===== src/shared/asp_pkg.sv =====
package asp_pkg;
  // register byte addresses
  localparam logic [7:0] A_DATA = 8'h00;
  localparam logic [7:0] A_IER = 8'h04;
  localparam logic [7:0] A_IIR = 8'h08;
  localparam logic [7:0] A_LCR = 8'h0c;
  localparam logic [7:0] A_DCR = 8'h10;
  localparam logic [7:0] A_LSR = 8'h14;
  localparam logic [7:0] A_BDR = 8'h20;
  localparam logic [7:0] A_BFR = 8'h24;
  localparam logic [7:0] A_INTERFRAME_DELAY = 8'h30;
  // reset values
  localparam logic [7:0] RST_BYTE = 8'h00;
  localparam logic [15:0] RST_BDR = 16'h0000;
  localparam logic [7:0] IIR_NONE = 8'h01;
  // line_control fields
  localparam int LCR_BRK = 6;
  localparam int LCR_STICK = 5;
  localparam int LCR_PSEL = 4;
  localparam int LCR_PEN = 3;
  localparam int LCR_STOP = 2;
  // line_inversion_control fields
  localparam int DCR_RECEIVE_LINE_INVERT = 3;
  localparam int DCR_TRANSMIT_LINE_INVERT = 2;
  // line_status fields
  localparam int LSR_SHIFTER_IDLE_FLAG = 6;
  localparam int LSR_HOLDING_EMPTY_FLAG = 5;
  localparam int LSR_BI = 4;
  localparam int LSR_FE = 3;
  localparam int LSR_PE = 2;
  localparam int LSR_OE = 1;
  localparam int LSR_DR = 0;
  // interrupt_enables fields
  localparam int IE_DTX = 5;
  localparam int IE_DRX = 4;
  localparam int IE_TXE = 3;
  localparam int IE_RLS = 2;
  localparam int IE_HOLDING_EMPTY_FLAG = 1;
  localparam int IE_RDA = 0;
  // interrupt_identification codes
  localparam logic [7:0] IIR_RLS = 8'h06;
  localparam logic [7:0] IIR_RDA = 8'h04;
  localparam logic [7:0] IIR_HOLDING_EMPTY_FLAG = 8'h02;
  localparam logic [7:0] IIR_TXE = 8'h10;
  localparam logic [7:0] IIR_DRX = 8'h0c;
  localparam logic [7:0] IIR_DTX = 8'h0a;
  // timing in 16x sample ticks
  localparam logic [7:0] BIT_TICKS = 8'h10;
  localparam logic [7:0] STOP15_TICKS = 8'h18;
  localparam logic [7:0] STOP2_TICKS = 8'h20;
  localparam logic [7:0] GAP_UNIT = 8'h20;
  localparam logic [3:0] SAMPLE_AT = 4'h6;
  localparam logic [3:0] BIT_END = 4'hf;
  typedef enum logic [2:0] {
    TX_IDLE = 3'b000,
    TX_START = 3'b001,
    TX_DATA = 3'b010,
    TX_PAR = 3'b011,
    TX_STOP = 3'b100,
    TX_GAP = 3'b101
  } asp_tx_t;
  typedef enum logic [2:0] {
    RX_IDLE = 3'b000,
    RX_START = 3'b001,
    RX_DATA = 3'b010,
    RX_PAR = 3'b011,
    RX_STOP = 3'b100
  } asp_rx_t;
endpackage


===== src/logic/asp_baud.sv =====
`timescale 1ns/100ps
module asp_baud (
  input wire logic pclk,
  input wire logic presetn,
  input wire logic [15:0] divisor,
  input wire logic [7:0] fraction,
  output wire logic tick
);
  logic [16:0] cnt;
  logic [7:0] acc;
  logic stretch;
  wire [16:0] period = {1'b0, divisor} + {16'h0000, stretch};
  wire [8:0] next_acc = {1'b0, acc} + {1'b0, fraction};

  // zero divisor parks the generator; >= survives a shrinking divisor
  assign tick = (divisor != 16'h0000) && (cnt >= period - 17'h00001);

  always_ff @(posedge pclk or negedge presetn) begin
    if (!presetn) begin
      cnt <= 17'h00000;
      acc <= 8'h00;
      stretch <= 1'b0;
    end else if (tick) begin
      cnt <= 17'h00000;
      acc <= next_acc[7:0];
      stretch <= next_acc[8];
    end else begin
      cnt <= cnt + 17'h00001;
    end
  end
endmodule // asp_baud


===== src/logic/asp_channel.sv =====
// Implementation choice: register access over APB.
`timescale 1ns/100ps
// Operation
// - prescaler divides pclk by a 16-bit divisor from 1 to 65535.
// - bit rate is prescaled clock over 16, with 8-bit fraction tuning.
// - length field 00..11 selects five to eight data bits.
// - stop select gives 1.5 stops for five bits, else two stops.
// - parity off, odd, even, or forced one/zero by sticky select.
// - break bit holds the transmit line low.
// - inversion bits invert the receive input and transmit output.
// - receive buffer holds last character until a newer one arrives.
// - holding register is write-only and moves to an empty shifter.
// - enable register holds six enables in bits 5 down to 0.
// - identification bit 0 reads 0 when pending, reset value 0x01.
// - id codes 011, 010, 001, 110, 101 in that priority.
// - each pending source clears on its documented read or write.
// - bit 4 flags shifter empty, alone; transmit DMA done has its own code 101.
// - status bits 6 and 5 show shifter idle and holding empty.
// - framing error bit 3 and parity error bit 2 are set.
// - overrun bit 1 sets when a character lands on unread data.
// - break bit 4 on break, data ready bit 0 on storing.
// - status bits 1 to 4 raise line status interrupt when enabled.
// - falling edge starts a frame; 16 samples per bit, 7th decides.
// - start, data LSB first, optional parity, then stop bits.
// - fraction accumulator overflow stretches one period by one clock.
// - gap value of 2 or more holds the line high after each character.
module asp_channel (
  input wire logic pclk,
  input wire logic presetn,
  input wire logic psel,
  input wire logic penable,
  input wire logic pwrite,
  input wire logic [7:0] paddr,
  input wire logic [31:0] pwdata,
  output logic [31:0] prdata,
  output wire logic pready,
  output wire logic pslverr,
  input wire logic dma_rx_done,
  input wire logic dma_tx_done,
  input wire logic serial_in_line,
  output logic serial_out_line,
  output wire logic irq
);
  // parity of a character masked to its length
  function automatic logic asp_par(input logic [7:0] d,
                                   input logic [6:0] l);
    logic [7:0] m;
    m = d & (8'hff >> (~l[1:0]));
    if (l[asp_pkg::LCR_STICK]) begin
      return ~l[asp_pkg::LCR_PSEL];
    end
    return (^m) ^ ~l[asp_pkg::LCR_PSEL];
  endfunction

  logic [5:0] interrupt_enables;
  logic [6:0] line_control;
  logic [1:0] line_inversion_control;
  logic [15:0] baud_divisor;
  logic [7:0] baud_fraction;
  logic [2:0] interframe_delay;
  logic [7:0] receive_buffer;
  logic [7:0] transmit_holding;
  logic thr_full;
  logic dr, oe, pe, fe, bi;
  logic rda_p, holding_empty_flag_p, txe_p, drx_p, dtx_p;
  asp_pkg::asp_tx_t tx_st;
  logic [7:0] tx_tk;
  logic [2:0] tx_bit;
  logic [7:0] tx_sh;
  logic tx_par;
  asp_pkg::asp_rx_t rx_st;
  logic [3:0] rx_tk;
  logic [2:0] rx_bit;
  logic [7:0] rx_sh;
  logic rx_zero, rx_perr;
  logic s1, s2, s3, rx_f, rx_prev;
  wire tick;

  asp_baud u_baud (
    .pclk(pclk),
    .presetn(presetn),
    .divisor(baud_divisor),
    .fraction(baud_fraction),
    .tick(tick)
  );

  // bus decode
  wire setup = psel & ~penable;
  wire access = psel & penable;
  wire wr = access & pwrite;
  wire rd = access & ~pwrite;
  wire hit_data = paddr == asp_pkg::A_DATA;
  wire hit_ier = paddr == asp_pkg::A_IER;
  wire hit_iir = paddr == asp_pkg::A_IIR;
  wire hit_lcr = paddr == asp_pkg::A_LCR;
  wire hit_dcr = paddr == asp_pkg::A_DCR;
  wire hit_lsr = paddr == asp_pkg::A_LSR;
  wire hit_bdr = paddr == asp_pkg::A_BDR;
  wire hit_bfr = paddr == asp_pkg::A_BFR;
  wire hit_interframe_delay = paddr == asp_pkg::A_INTERFRAME_DELAY;
  wire mapped = hit_data | hit_ier | hit_iir | hit_lcr | hit_dcr |
                hit_lsr | hit_bdr | hit_bfr | hit_interframe_delay;
  assign pready = 1'b1;
  assign pslverr = access & ~mapped;
  wire wr_thr = wr & hit_data;
  wire rd_rbr = rd & hit_data;
  wire rd_lsr = rd & hit_lsr;
  wire rd_iir = rd & hit_iir;

  // status and interrupt view
  wire shifter_idle_flag = tx_st == asp_pkg::TX_IDLE;
  wire [7:0] line_status = {1'b0, shifter_idle_flag, ~thr_full, bi, fe, pe, oe, dr};
  wire rls = oe | pe | fe | bi;
  wire [5:0] act = {dtx_p, drx_p, txe_p, rls, holding_empty_flag_p, rda_p} & interrupt_enables;
  wire [7:0] interrupt_identification = act[asp_pkg::IE_RLS] ? asp_pkg::IIR_RLS :
                   act[asp_pkg::IE_RDA] ? asp_pkg::IIR_RDA :
                   act[asp_pkg::IE_HOLDING_EMPTY_FLAG] ? asp_pkg::IIR_HOLDING_EMPTY_FLAG :
                   act[asp_pkg::IE_TXE] ? asp_pkg::IIR_TXE :
                   act[asp_pkg::IE_DRX] ? asp_pkg::IIR_DRX :
                   act[asp_pkg::IE_DTX] ? asp_pkg::IIR_DTX :
                   asp_pkg::IIR_NONE;
  assign irq = ~interrupt_identification[0];

  // the transmit holding register reads back as the receive buffer
  wire [7:0] rd_byte = hit_data ? receive_buffer :
                       hit_ier ? {2'b00, interrupt_enables} :
                       hit_iir ? interrupt_identification :
                       hit_lcr ? {1'b0, line_control} :
                       hit_dcr ? {4'h0, line_inversion_control, 2'b00} :
                       hit_lsr ? line_status :
                       hit_bfr ? baud_fraction :
                       hit_interframe_delay ? {5'h00, interframe_delay} : 8'h00;
  wire [31:0] next_rdata = hit_bdr ? {16'h0000, baud_divisor} : {24'h000000, rd_byte};

  // status and id reads clear only what the captured read showed, so a flag set
  // between setup and access is never lost
  wire clr_oe = rd_lsr & prdata[asp_pkg::LSR_OE];
  wire clr_pe = rd_lsr & prdata[asp_pkg::LSR_PE];
  wire clr_fe = rd_lsr & prdata[asp_pkg::LSR_FE];
  wire clr_bi = rd_lsr & prdata[asp_pkg::LSR_BI];
  wire clr_rda = rd_rbr | (rd_iir & prdata[7:0] == asp_pkg::IIR_RDA);
  wire clr_holding_empty_flag = wr_thr | (rd_iir & prdata[7:0] == asp_pkg::IIR_HOLDING_EMPTY_FLAG);
  wire clr_txe = wr_thr | (rd_iir & prdata[7:0] == asp_pkg::IIR_TXE);
  wire clr_drx = rd_iir & prdata[7:0] == asp_pkg::IIR_DRX;
  wire clr_dtx = rd_iir & prdata[7:0] == asp_pkg::IIR_DTX;

  always_ff @(posedge pclk or negedge presetn) begin
    if (!presetn) begin
      prdata <= 32'h00000000;
    end else if (setup & ~pwrite) begin
      prdata <= next_rdata;
    end
  end

  always_ff @(posedge pclk or negedge presetn) begin
    if (!presetn) begin
      interrupt_enables <= 6'h00;
      line_control <= 7'h00;
      line_inversion_control <= 2'b00;
      baud_divisor <= asp_pkg::RST_BDR;
      baud_fraction <= asp_pkg::RST_BYTE;
      interframe_delay <= 3'h0;
    end else if (wr) begin
      if (hit_ier) interrupt_enables <= pwdata[5:0];
      if (hit_lcr) line_control <= pwdata[6:0];
      if (hit_dcr) line_inversion_control <= pwdata[3:2];
      if (hit_bdr) baud_divisor <= pwdata[15:0];
      if (hit_bfr) baud_fraction <= pwdata[7:0];
      if (hit_interframe_delay) interframe_delay <= pwdata[2:0];
    end
  end

  // transmitter
  wire [2:0] last_bit = 3'h4 + {1'b0, line_control[1:0]};
  wire [7:0] stop_len = !line_control[asp_pkg::LCR_STOP] ? asp_pkg::BIT_TICKS :
                        line_control[1:0] == 2'b00 ? asp_pkg::STOP15_TICKS :
                        asp_pkg::STOP2_TICKS;
  wire [7:0] gap_len = {6'h00, interframe_delay[2:1]} * asp_pkg::GAP_UNIT;
  wire [7:0] tx_len = tx_st == asp_pkg::TX_STOP ? stop_len :
                      tx_st == asp_pkg::TX_GAP ? gap_len :
                      asp_pkg::BIT_TICKS;
  wire tx_end = tick && tx_tk == tx_len - 8'h01;
  wire tx_load = shifter_idle_flag & thr_full;
  wire tx_done = tx_end & ((tx_st == asp_pkg::TX_STOP & gap_len == 8'h00)
                           | tx_st == asp_pkg::TX_GAP);
  wire tx_line = tx_st == asp_pkg::TX_START ? 1'b0 :
                 tx_st == asp_pkg::TX_DATA ? tx_sh[0] :
                 tx_st == asp_pkg::TX_PAR ? tx_par : 1'b1;

  always_ff @(posedge pclk or negedge presetn) begin
    if (!presetn) begin
      transmit_holding <= asp_pkg::RST_BYTE;
      thr_full <= 1'b0;
    end else begin
      if (wr_thr) transmit_holding <= pwdata[7:0];
      // a write in the load cycle refills the register at once
      thr_full <= wr_thr | (thr_full & ~tx_load);
    end
  end

  always_ff @(posedge pclk or negedge presetn) begin
    if (!presetn) begin
      tx_tk <= 8'h00;
    end else if (shifter_idle_flag | tx_end) begin
      tx_tk <= 8'h00;
    end else if (tick) begin
      tx_tk <= tx_tk + 8'h01;
    end
  end

  always_ff @(posedge pclk or negedge presetn) begin
    if (!presetn) begin
      tx_st <= asp_pkg::TX_IDLE;
      tx_bit <= 3'h0;
      tx_sh <= 8'h00;
      tx_par <= 1'b0;
    end else begin
      unique case (tx_st)
        asp_pkg::TX_IDLE: if (tx_load) begin
          tx_st <= asp_pkg::TX_START;
          tx_sh <= transmit_holding;
          tx_par <= asp_par(transmit_holding, line_control);
          tx_bit <= 3'h0;
        end
        asp_pkg::TX_START: if (tx_end) tx_st <= asp_pkg::TX_DATA;
        asp_pkg::TX_DATA: if (tx_end) begin
          tx_sh <= {1'b0, tx_sh[7:1]};
          tx_bit <= tx_bit + 3'h1;
          if (tx_bit == last_bit) begin
            tx_st <= line_control[asp_pkg::LCR_PEN] ? asp_pkg::TX_PAR :
                     asp_pkg::TX_STOP;
          end
        end
        asp_pkg::TX_PAR: if (tx_end) tx_st <= asp_pkg::TX_STOP;
        asp_pkg::TX_STOP: if (tx_end) begin
          tx_st <= gap_len == 8'h00 ? asp_pkg::TX_IDLE :
                   asp_pkg::TX_GAP;
        end
        asp_pkg::TX_GAP: if (tx_end) tx_st <= asp_pkg::TX_IDLE;
        default: tx_st <= asp_pkg::TX_IDLE;
      endcase
    end
  end

  // break wins over inversion so the pin really sits low
  always_ff @(posedge pclk or negedge presetn) begin
    if (!presetn) begin
      serial_out_line <= 1'b1;
    end else begin
      serial_out_line <= line_control[asp_pkg::LCR_BRK] ? 1'b0 :
                         tx_line ^ line_inversion_control[asp_pkg::DCR_TRANSMIT_LINE_INVERT - 2];
    end
  end

  // receiver input: three flops, a change counts when two agree
  always_ff @(posedge pclk or negedge presetn) begin
    if (!presetn) begin
      s1 <= 1'b1;
      s2 <= 1'b1;
      s3 <= 1'b1;
      rx_f <= 1'b1;
    end else begin
      s1 <= serial_in_line;
      s2 <= s1;
      s3 <= s2;
      if (s2 == s3) rx_f <= s3;
    end
  end

  wire rxi = rx_f ^ line_inversion_control[asp_pkg::DCR_RECEIVE_LINE_INVERT - 2];
  wire rx_fall = rx_prev & ~rxi;
  wire samp = tick && rx_tk == asp_pkg::SAMPLE_AT;
  wire bend = tick && rx_tk == asp_pkg::BIT_END;
  wire [7:0] rx_data = rx_sh >> (~line_control[1:0]);
  wire rx_done = samp & rx_st == asp_pkg::RX_STOP;

  always_ff @(posedge pclk or negedge presetn) begin
    if (!presetn) begin
      rx_prev <= 1'b1;
      rx_tk <= 4'h0;
    end else begin
      rx_prev <= rxi;
      if (rx_st == asp_pkg::RX_IDLE) rx_tk <= 4'h0;
      else if (tick) rx_tk <= rx_tk + 4'h1;
    end
  end

  always_ff @(posedge pclk or negedge presetn) begin
    if (!presetn) begin
      rx_st <= asp_pkg::RX_IDLE;
      rx_bit <= 3'h0;
      rx_sh <= 8'h00;
      rx_zero <= 1'b1;
      rx_perr <= 1'b0;
    end else begin
      unique case (rx_st)
        asp_pkg::RX_IDLE: if (rx_fall) begin
          rx_st <= asp_pkg::RX_START;
          rx_zero <= 1'b1;
          rx_perr <= 1'b0;
          rx_bit <= 3'h0;
        end
        asp_pkg::RX_START: begin
          // a glitch that is high again by mid-bit is no start
          if (samp & rxi) rx_st <= asp_pkg::RX_IDLE;
          else if (bend) rx_st <= asp_pkg::RX_DATA;
        end
        asp_pkg::RX_DATA: begin
          if (samp) begin
            rx_sh <= {rxi, rx_sh[7:1]};
            rx_zero <= rx_zero & ~rxi;
          end
          if (bend) begin
            rx_bit <= rx_bit + 3'h1;
            if (rx_bit == last_bit) begin
              rx_st <= line_control[asp_pkg::LCR_PEN] ? asp_pkg::RX_PAR :
                       asp_pkg::RX_STOP;
            end
          end
        end
        asp_pkg::RX_PAR: begin
          if (samp) begin
            rx_perr <= rxi ^ asp_par(rx_data, line_control);
            rx_zero <= rx_zero & ~rxi;
          end
          if (bend) rx_st <= asp_pkg::RX_STOP;
        end
        asp_pkg::RX_STOP: if (samp) rx_st <= asp_pkg::RX_IDLE;
        default: rx_st <= asp_pkg::RX_IDLE;
      endcase
    end
  end

  // status flags: a set in the clearing cycle wins
  always_ff @(posedge pclk or negedge presetn) begin
    if (!presetn) begin
      receive_buffer <= asp_pkg::RST_BYTE;
      dr <= 1'b0;
      oe <= 1'b0;
      pe <= 1'b0;
      fe <= 1'b0;
      bi <= 1'b0;
    end else begin
      if (rx_done) receive_buffer <= rx_data;
      dr <= (dr & ~rd_rbr) | rx_done;
      oe <= (oe & ~clr_oe) | (rx_done & dr);
      pe <= (pe & ~clr_pe) | (rx_done & rx_perr);
      fe <= (fe & ~clr_fe) | (rx_done & ~rxi);
      bi <= (bi & ~clr_bi) | (rx_done & rx_zero & ~rxi);
    end
  end

  always_ff @(posedge pclk or negedge presetn) begin
    if (!presetn) begin
      rda_p <= 1'b0;
      holding_empty_flag_p <= 1'b0;
      txe_p <= 1'b0;
      drx_p <= 1'b0;
      dtx_p <= 1'b0;
    end else begin
      rda_p <= (rda_p & ~clr_rda) | rx_done;
      holding_empty_flag_p <= (holding_empty_flag_p & ~clr_holding_empty_flag) | tx_load;
      txe_p <= (txe_p & ~clr_txe) | tx_done;
      drx_p <= (drx_p & ~clr_drx) | dma_rx_done;
      dtx_p <= (dtx_p & ~clr_dtx) | dma_tx_done;
    end
  end
endmodule // asp_channel


===== config.mk =====
export PLATFORM = sky130hd
export DESIGN_NAME = asp_channel
export DESIGN_NICKNAME = d
export VERILOG_FILES = /design/src/shared/asp_pkg.sv /design/src/logic/asp_baud.sv /design/src/logic/asp_channel.sv
export SDC_FILE = /design/constraint.sdc
export NUM_CORES = 1
export LEC_CHECK = 0
export BUFFER_PORTS_ARGS = -buffer_cell sky130_fd_sc_hd__buf_2
export CORE_MARGIN = 10
export CORE_UTILIZATION = 30
export DETAILED_ROUTE_END_ITERATION = 12
export PLACE_DENSITY_LB_ADDON = 0.15
export SYNTH_ARGS = -nofsm -noshare
export SYNTH_HDL_FRONTEND = slang
export SYNTH_SLANG_ARGS = --single-unit

===== constraint.sdc =====
create_clock -name pclk -period 5.2 [get_ports pclk]
set_clock_uncertainty 0.15 [all_clocks]
set_input_delay 0.78 -clock pclk [delete_from_list [all_inputs] [get_ports pclk]]
set_output_delay 0.78 -clock pclk [all_outputs]
set_load 0.01 [all_outputs]

==> results summary, run 1 <==
After clock tree synthesis, the clock-pin slew on the worst setup and hold paths is 0.07 ns. The die is 193 µm tall. The sum of net half-perimeters after detailed placement came out at 17,500 µm. The endpoint identified for the worst register-to-register timing path is tx_st[0].

In this run the horizontal extent of the chip is 193 µm. The remaining antenna violation count after routing is 0. The worst setup path is launched from a flop. The via count came out at 6,565.

The total power per unit cell area is 349 nW/µm². The library cells used most frequently in the layout, excluding fill and tap cells, are dfrtp_1, nand2_1, nor2_1. The DRC violation count after routing is 0.

In this run the tightest slew margin relative to its limit is 0.429. Pin placement for this block handled 84 I/O pins. The worst vdd rail ir drop is 249 µV. The post-detailed-route wirelength per cell came out at 17.9 µm. The final sum of negative setup slack came out at 0 ns. The clock sink count came out at 160. For this configuration, the core starts out at a cell density of 0.304. The highest clock rate is 0.225 GHz. The cts-stage hold buffer count came out at 0. At the end of the flow the core is filled with cells to 0.343. The overall fraction of global-route tracks in use is 0.130. After clock tree synthesis, the repair step resized 0 gates. The final count of hold timing violations is 0. The final weighted congestion in routability-driven placement is 0.865. The setup path with the least slack is of type reg -> reg. Buffers placed on the I/O ports in this run total 50.

After detailed placement, the total cell area comes to 9560 µm². The TritonCTS clock tree is built. The hold path endpoint is s2.

The buffers inserted during post-CTS setup optimization is 0. Traced cell by cell, the critical path runs through nor4_1 -> nand2_1 -> nor2_1 -> xnor2_1 -> ha_1 -> a21o_1 -> a31oi_1 -> nand2_1 -> a2111oi_0 -> o21ai_4 -> buf_4 -> nand2_8 -> a21oi_1 -> o311a_1. Measured in cells, the most critical reg-to-reg path has a length of 14. The count of buffer and inverter cells on the critical path is 1. After layout, the design draws a total of 3.54 mW. Setup slack on the worst reg-to-reg path comes out at 0.76 ns. The final global-route overflow total came out at 0. The number of diodes added for antenna fixing came out at 0. The share of the Yosys chip area taken by registers is 0.445.

The total iterations of the first detailed-routing run came out at 5. The initial antenna violation count is 2. The maximum level of the CTS H-tree came out at 4.

The minimum clock period is 4.44 ns. The number of enable-type register cells in the synthesized netlist came out at 0. The main flop type after synthesis is dfrtp_1. The number of cells traversed by the worst hold path came out at 0. At the pin with the least slew margin, the transition time is 0.836 ns. The core region is 29,600 µm². The final max-slew violation count is 0.

The biggest area contributor in the post-synthesis netlist is dfrtp_1. The detailed router finished its first iteration with 475 violations. The path class of the lowest-slack min-delay path is reg -> reg. A synthesized cell averages 10.1 µm². The fraction of registers with async set or reset after synthesis is 1.00. The number of global-route vias before repair came out at 6,628. The maximum fanout encountered on the critical timing path came out at 26.

The share of the synthesized area in the top cell type is 0.425. The share of the clock period used by the worst path after layout came out at 0.853. Clock latency on the worst-skew pair, taken at its later pin, is 0.44 ns. The peak per-stage delay on the critical path came out at 0.75 ns. The share of layout cells above drive strength 1 is 0.179. The clock tree root buffer cell is clkbuf_16. The worst-case clock buffer depth came out at 2. The startpoint identified for the worst hold timing path is s1. The leakage power summed over all cells came out at 4.67 nW. The total of warnings raised by yosys is 0. Setup repair after global routing left no endpoint under its margin. The run finished with clean final reports. For this block, the routed nets add up to 23,900 µm of wire. The synthesized netlist cell count came out at 897. By area the synthesized netlist is led by dfrtp_1, mux2_2, ha_1, nand2_1, xnor2_1. Data arrives at the worst endpoint at 4.61 ns. The required time at the worst-slack endpoint is 5.37 ns. The area of the die is 37,400 µm². The max-capacitance violation count is 0. The slowest stage of the critical path is the a2111oi_0 cell. The net count reported at finish is 1,016. The kind of cell with the highest combined delay on the critical path is compound AO/OA/AOI/OAI gates. The largest net degree at the start of global routing is 86. The total of endpoints with negative setup slack in the final report came out at 0. In this run the critical register-to-register path is launched from baud_divisor[3]. STA classifies the critical path endpoint as a flop. The first global-routing pass estimated 39,200 µm of wire.

The count of cell types in the netlist is 77. The netlist area before placement is 9010 µm². The number of buffers added by the clock tree synthesis step is 17. The count of state elements after synthesis came out at 160. The most frequent standard cell in the layout excluding fill and tap cells is dfrtp_1. The initialized floorplan defines 63 standard-cell rows. The final design area excluding fillers is 10,200 µm². The dominant cell type by count on the critical path is nand2_1. The area growth from synthesis to layout is 12.7%. The number of vias per cell is 4.91.
## power breakdown
part | total [mW] | internal [mW] | switching [mW]
Combinational | 0.789 | 0.311 | 0.479
Sequential | 1.47 | 1.36 | 0.110
Clock | 1.28 | 0.731 | 0.553
Total | 3.54 | 2.40 | 1.14
## through the flow
stage               worst slack, ns  hold slack (ns)  std cells
floorplan                      1.56            0.195        912
global placement              0.840            0.199       1304
detailed placement            0.830            0.199       1304
CTS                           0.776            0.210       1336
global route                  0.410            0.221       1336
finish                        0.764            0.207       1336
## worst max path at each step
stage               slack (ns)  cells after the start  endpoint            start
global placement          0.84                     13  rx_sh[5]  baud_divisor[3]
finish                    0.76                     14  tx_st[0]  baud_divisor[3]
global route              0.41                     15   rx_perr  baud_divisor[3]
detailed placement        0.83                     13  rx_sh[6]  baud_divisor[3]
CTS                       0.78                     13  rx_sh[6]  baud_divisor[3]
floorplan                 1.56                     16   rx_perr  baud_divisor[2]
## registers in the layout (all words and copies together), names as in the netlist, 7 cells and up
signal	count
tx_tk	8
u_baud.acc	8
tx_sh	8
baud_divisor	16
receive_buffer	8
line_control	7
baud_fraction	8
u_baud.cnt	17
transmit_holding	8
rx_sh	8
prdata	16
## area by class of cell
class                   instances  area [µm²]
clock buffers                  19         443
repair buffers                 59         324
inverters                      25        93.8
flip-flops and latches        160        4010
clock inverters                13         154
well taps                     390         488
fillers                      3113       19500
multi-input cells             670        4650
## layer usage
metal / track usage / share of wire
met1: 0.186 / 0.51
met2: 0.188 / 0.44
met3: 0.0337 / 0.043
met4: 0.0332 / 0.012
met5: 0 / 0.0011
## synth_stat cells, types with 11 or more instances
master	n
buf_2	18
a21oi_1	30
xor2_1	30
clkbuf_1	16
mux2i_1	12
nand2_1	111
nor2_1	68
nor3_1	12
o22ai_1	11
dfrtp_1	153
o21ai_1	14
mux2_2	45
a31oi_1	11
nand3_1	30
xnor2_1	41
inv_1	25
mux2_1	20
o21ai_0	38
ha_1	34
buf_4	17
## cell families (layout without fill, tap and decap cells)
family,count (synthesis),in the layout,share of synthesized area
and+or+nand+nor,305,305,0.169
AOI/OAI and AO/OA,164,164,0.124
DFF,160,160,0.445
buffers and inverters,82,116,0.0471
muxes,77,77,0.0945
xor gates and xnor gates,71,71,0.0690
adders and majority gates,36,36,0.0505
other,2,17,0.000833
## worst register-to-register path, delay by kind of cell, from the launching register on
kind | cells | cell delay (ns)
buf+inv | 1 | 0.29
compound gates | 6 | 1.72
simple gates | 5 | 1.25
xor+xnor | 1 | 0.17
fa+ha+maj | 1 | 0.27
flops | 1 | 0.46
No activity file was read; power rests on OpenSTA's default activity.
==> inputs of run 2 (changes only) <==
MAX_ROUTING_LAYER = met4   (was default)
==> run 2 against run 1 <==
Net effect:
- worst setup slack improved by 0.0047 ns
- utilization barely moved
- die area did not move
- power barely moved
- via count barely moved
- design area barely moved
- final cell count rose by 0.15%
- non-clock buffer count did not move
==> results summary, run 2 (synthesized netlist as in run 1, its figures left out) <==
The horizontal die dimension is 193 µm (unchanged). The final max-slew violation count came out at 0 (unchanged). The final count of hold timing violations came out at 0 (unchanged). The cts-stage hold buffer count came out at 0 (unchanged). The DRC violation total after the first TritonRoute iteration came out at 519 (was 475).

The nature of the critical path endpoint is a flop (unchanged). The global-route wire length before repair came out at 39,200 µm (about the same). The net count reported at finish came out at 1,016 (unchanged). The clock tree root buffer cell is clkbuf_16 (unchanged). The number of buffers inserted by port buffering came out at 50 (unchanged). The fraction of power consumed by the clock network is 0.362 (about the same).

The effective utilization at floorplan came to 0.304 (unchanged). The arrival time at the worst endpoint is 4.60 ns (was 4.61 ns). The final weighted congestion in routability-driven placement came to 0.877 (was 0.865). The buffers inserted during post-CTS setup optimization is 0 (unchanged). The overall fraction of global-route tracks in use was 0.133 (was 0.130). The total of endpoints with negative setup slack in the final report was 0 (unchanged). The required time at the worst-slack endpoint came out at 5.37 ns (about the same).

The sequential cell fraction of total power is 0.415 (about the same). The maximum level of the CTS H-tree came out at 4 (unchanged). The most frequent standard cell in the layout excluding fill and tap cells is dfrtp_1 (unchanged). The final sum of negative setup slack came to 0 ns (unchanged). The TritonCTS clock tree is built (unchanged). The floorplan core area came out at 29,600 µm² (unchanged). The share of the clock period used by the worst path after layout came to 0.852 (was 0.853). The number of placement rows is 63 (unchanged). The clock sink count came out at 160 (unchanged). The highest clock rate is 0.226 GHz (was 0.225 GHz).

The net switching power of the design was 1.14 mW (about the same). Run status: finished, final reports clean (unchanged). The capturing point of the worst reg2reg path is tx_st[0] (unchanged). The startpoint of the most critical register-to-register path is baud_divisor[3] (unchanged). The total iterations of the first detailed-routing run came to 7 (was 5). The floorplan die height came out at 193 µm (unchanged). The element type at the critical path start is a flop (unchanged). The post-place instance area is 9560 µm² (unchanged). The path class of the lowest-slack min-delay path is reg -> reg (unchanged). The initial antenna violation count is 2 (unchanged).

The worst hold path startpoint is s1 (unchanged). The reg-to-reg setup timing slack is 0.77 ns (was 0.76 ns). RSZ-0062 raised after global routing: false (unchanged). Most used cells in the layout excluding fill and tap cells: dfrtp_1, nand2_1, nor2_1 (unchanged).

The number of flip-flops in the largest register is 17 (unchanged). The switching portion of total power is 0.322 (about the same). The area of the die came out at 37,400 µm² (unchanged).

The kind of critical path was reg -> reg (unchanged). The post-detailed-route wirelength per cell came out at 17.9 µm (about the same). The part of the power in combinational logic is 0.223 (about the same).

The final wirelength was 23,900 µm (about the same). The worst vdd rail ir drop is 247 µV (was 249 µV). The count of boundary I/O pins was 84 (unchanged). The number of global-route vias before repair came to 6,645 (was 6,628). The clock slew at the register clock pins of the worst setup and hold paths came out at 0.07 ns (about the same). The post-place setup slack came out at 0.830 ns (unchanged). The max-capacitance violation count is 0 (unchanged). The final global-route overflow total is 0 (unchanged). The slew of the pin with the lowest slew margin is 0.873 ns (was 0.836 ns). The count of instances resized after the clock tree is built came out at 0 (unchanged). The number of buffers added by the clock tree synthesis step is 17 (unchanged). The total power per unit cell area is 349 nW/µm² (about the same). The worst max-slew margin expressed relative to the limit is 0.418 (was 0.429). The largest net degree at the start of global routing came out at 86 (unchanged). The final design area excluding fillers came out at 10,200 µm² (about the same). Largest registers ranked by flip-flop count: u_baud.cnt x17, baud_divisor x16, prdata x16 (unchanged). The minimum clock period is 4.43 ns (was 4.44 ns). The number of vias per cell came to 4.90 (was 4.91). The sum of net half-perimeters after detailed placement came to 17,500 µm (unchanged).

The register name with the most flops is u_baud.cnt (unchanged). The internal power is 2.40 mW (about the same). The number of cells traversed by the worst hold path came out at 0 (unchanged). The share of layout cells above drive strength 1 came out at 0.179 (unchanged). The DRC violation count after routing was 0 (unchanged).

The worst-case clock buffer depth came out at 2 (unchanged). The clock latency on the worst-skew pair was 0.44 ns (about the same). The synthesis-to-finish area growth came out at 12.8% (was 12.7%). The hold path endpoint is s2 (unchanged). The leakage power summed over all cells is 4.67 nW (about the same). The via count is 6,562 (was 6,565).

The remaining antenna violation count after routing came out at 0 (unchanged). The maximum fanout encountered on the critical timing path is 26 (unchanged). The post-route worst setup slack came out at 0.769 ns (was 0.764 ns). The worst reg2reg path depth came out at 14 (unchanged).
## run 2: cell types whose count changed in the layout (fill, tap and decap cells not counted)
cell,before,now
diode_2,0,2
## run 2: layout make-up
class / count / area [µm²]
fillers: 3111 / 19500
flip-flops and latches: 160 / 4010
inverters: 25 / 93.8
multi-input cells: 670 / 4650
clock inverters: 13 / 154
diodes: 2 / 5.00
well taps: 390 / 488
repair buffers: 59 / 324
clock buffers: 19 / 443
## run 2: per-layer routing
| metal | up-vias | part of all wire | global-route usage |
|---|---|---|---|
| li1 | 3220 | - | - |
| met4 | 0 | 0.012 | 0.0358 |
| met2 | 117 | 0.44 | 0.188 |
| met3 | 16 | 0.039 | 0.0322 |
| met5 | - | 0 | - |
| met1 | 3209 | 0.51 | 0.186 |
## run 2: through the flow
| step | power (mW) | instances | hold WS [ns] | util |
|---|---|---|---|---|
| 6_report | 3.54 | 1338 | 0.207 | 0.343 |
| 5_1_grt | 3.77 | 1338 | 0.221 | 0.343 |
| 4_1_cts | 3.61 | 1336 | 0.210 | 0.343 |
| 3_5_place_dp | 2.30 | 1304 | 0.199 | 0.323 |
| 3_3_place_gp | 2.29 | 1304 | 0.199 | 0.323 |
| 2_1_floorplan | 2.09 | 912 | 0.195 | - |
## run 2: worst max-delay path: stages, from the launching register on
cell,delay [ns]
dfrtp_1,0.46
nor4_1,0.52
nand3_1,0.20
or2_2,0.34
nor2_1,0.14
xnor2_1,0.15
ha_1,0.27
a31oi_1,0.20
nand2_1,0.08
a2111oi_0,0.75
o21ai_4,0.16
buf_4,0.29
nand2_8,0.15
a21oi_1,0.07
o311a_1,0.34
## run 2: worst max path at each step
stage | start | to | slack [ns] | cells after the start
floorplan | baud_divisor[2] | rx_perr | 1.56 | 16
global placement | baud_divisor[3] | rx_sh[5] | 0.84 | 13
detailed placement | baud_divisor[3] | rx_sh[6] | 0.83 | 13
CTS | baud_divisor[3] | rx_sh[6] | 0.78 | 13
global route | baud_divisor[3] | rx_perr | 0.41 | 15
finish | baud_divisor[3] | tx_st[0] | 0.77 | 14
## run 2: power groups by stage
stage | Clock, mW | Combinational (mW) | Sequential (mW)
global route | 1.38 | 0.894 | 1.49
global placement | 0 | 0.795 | 1.49
floorplan | 0 | 0.648 | 1.45
finish | 1.28 | 0.790 | 1.47
detailed placement | 0 | 0.804 | 1.49
CTS | 1.33 | 0.808 | 1.47
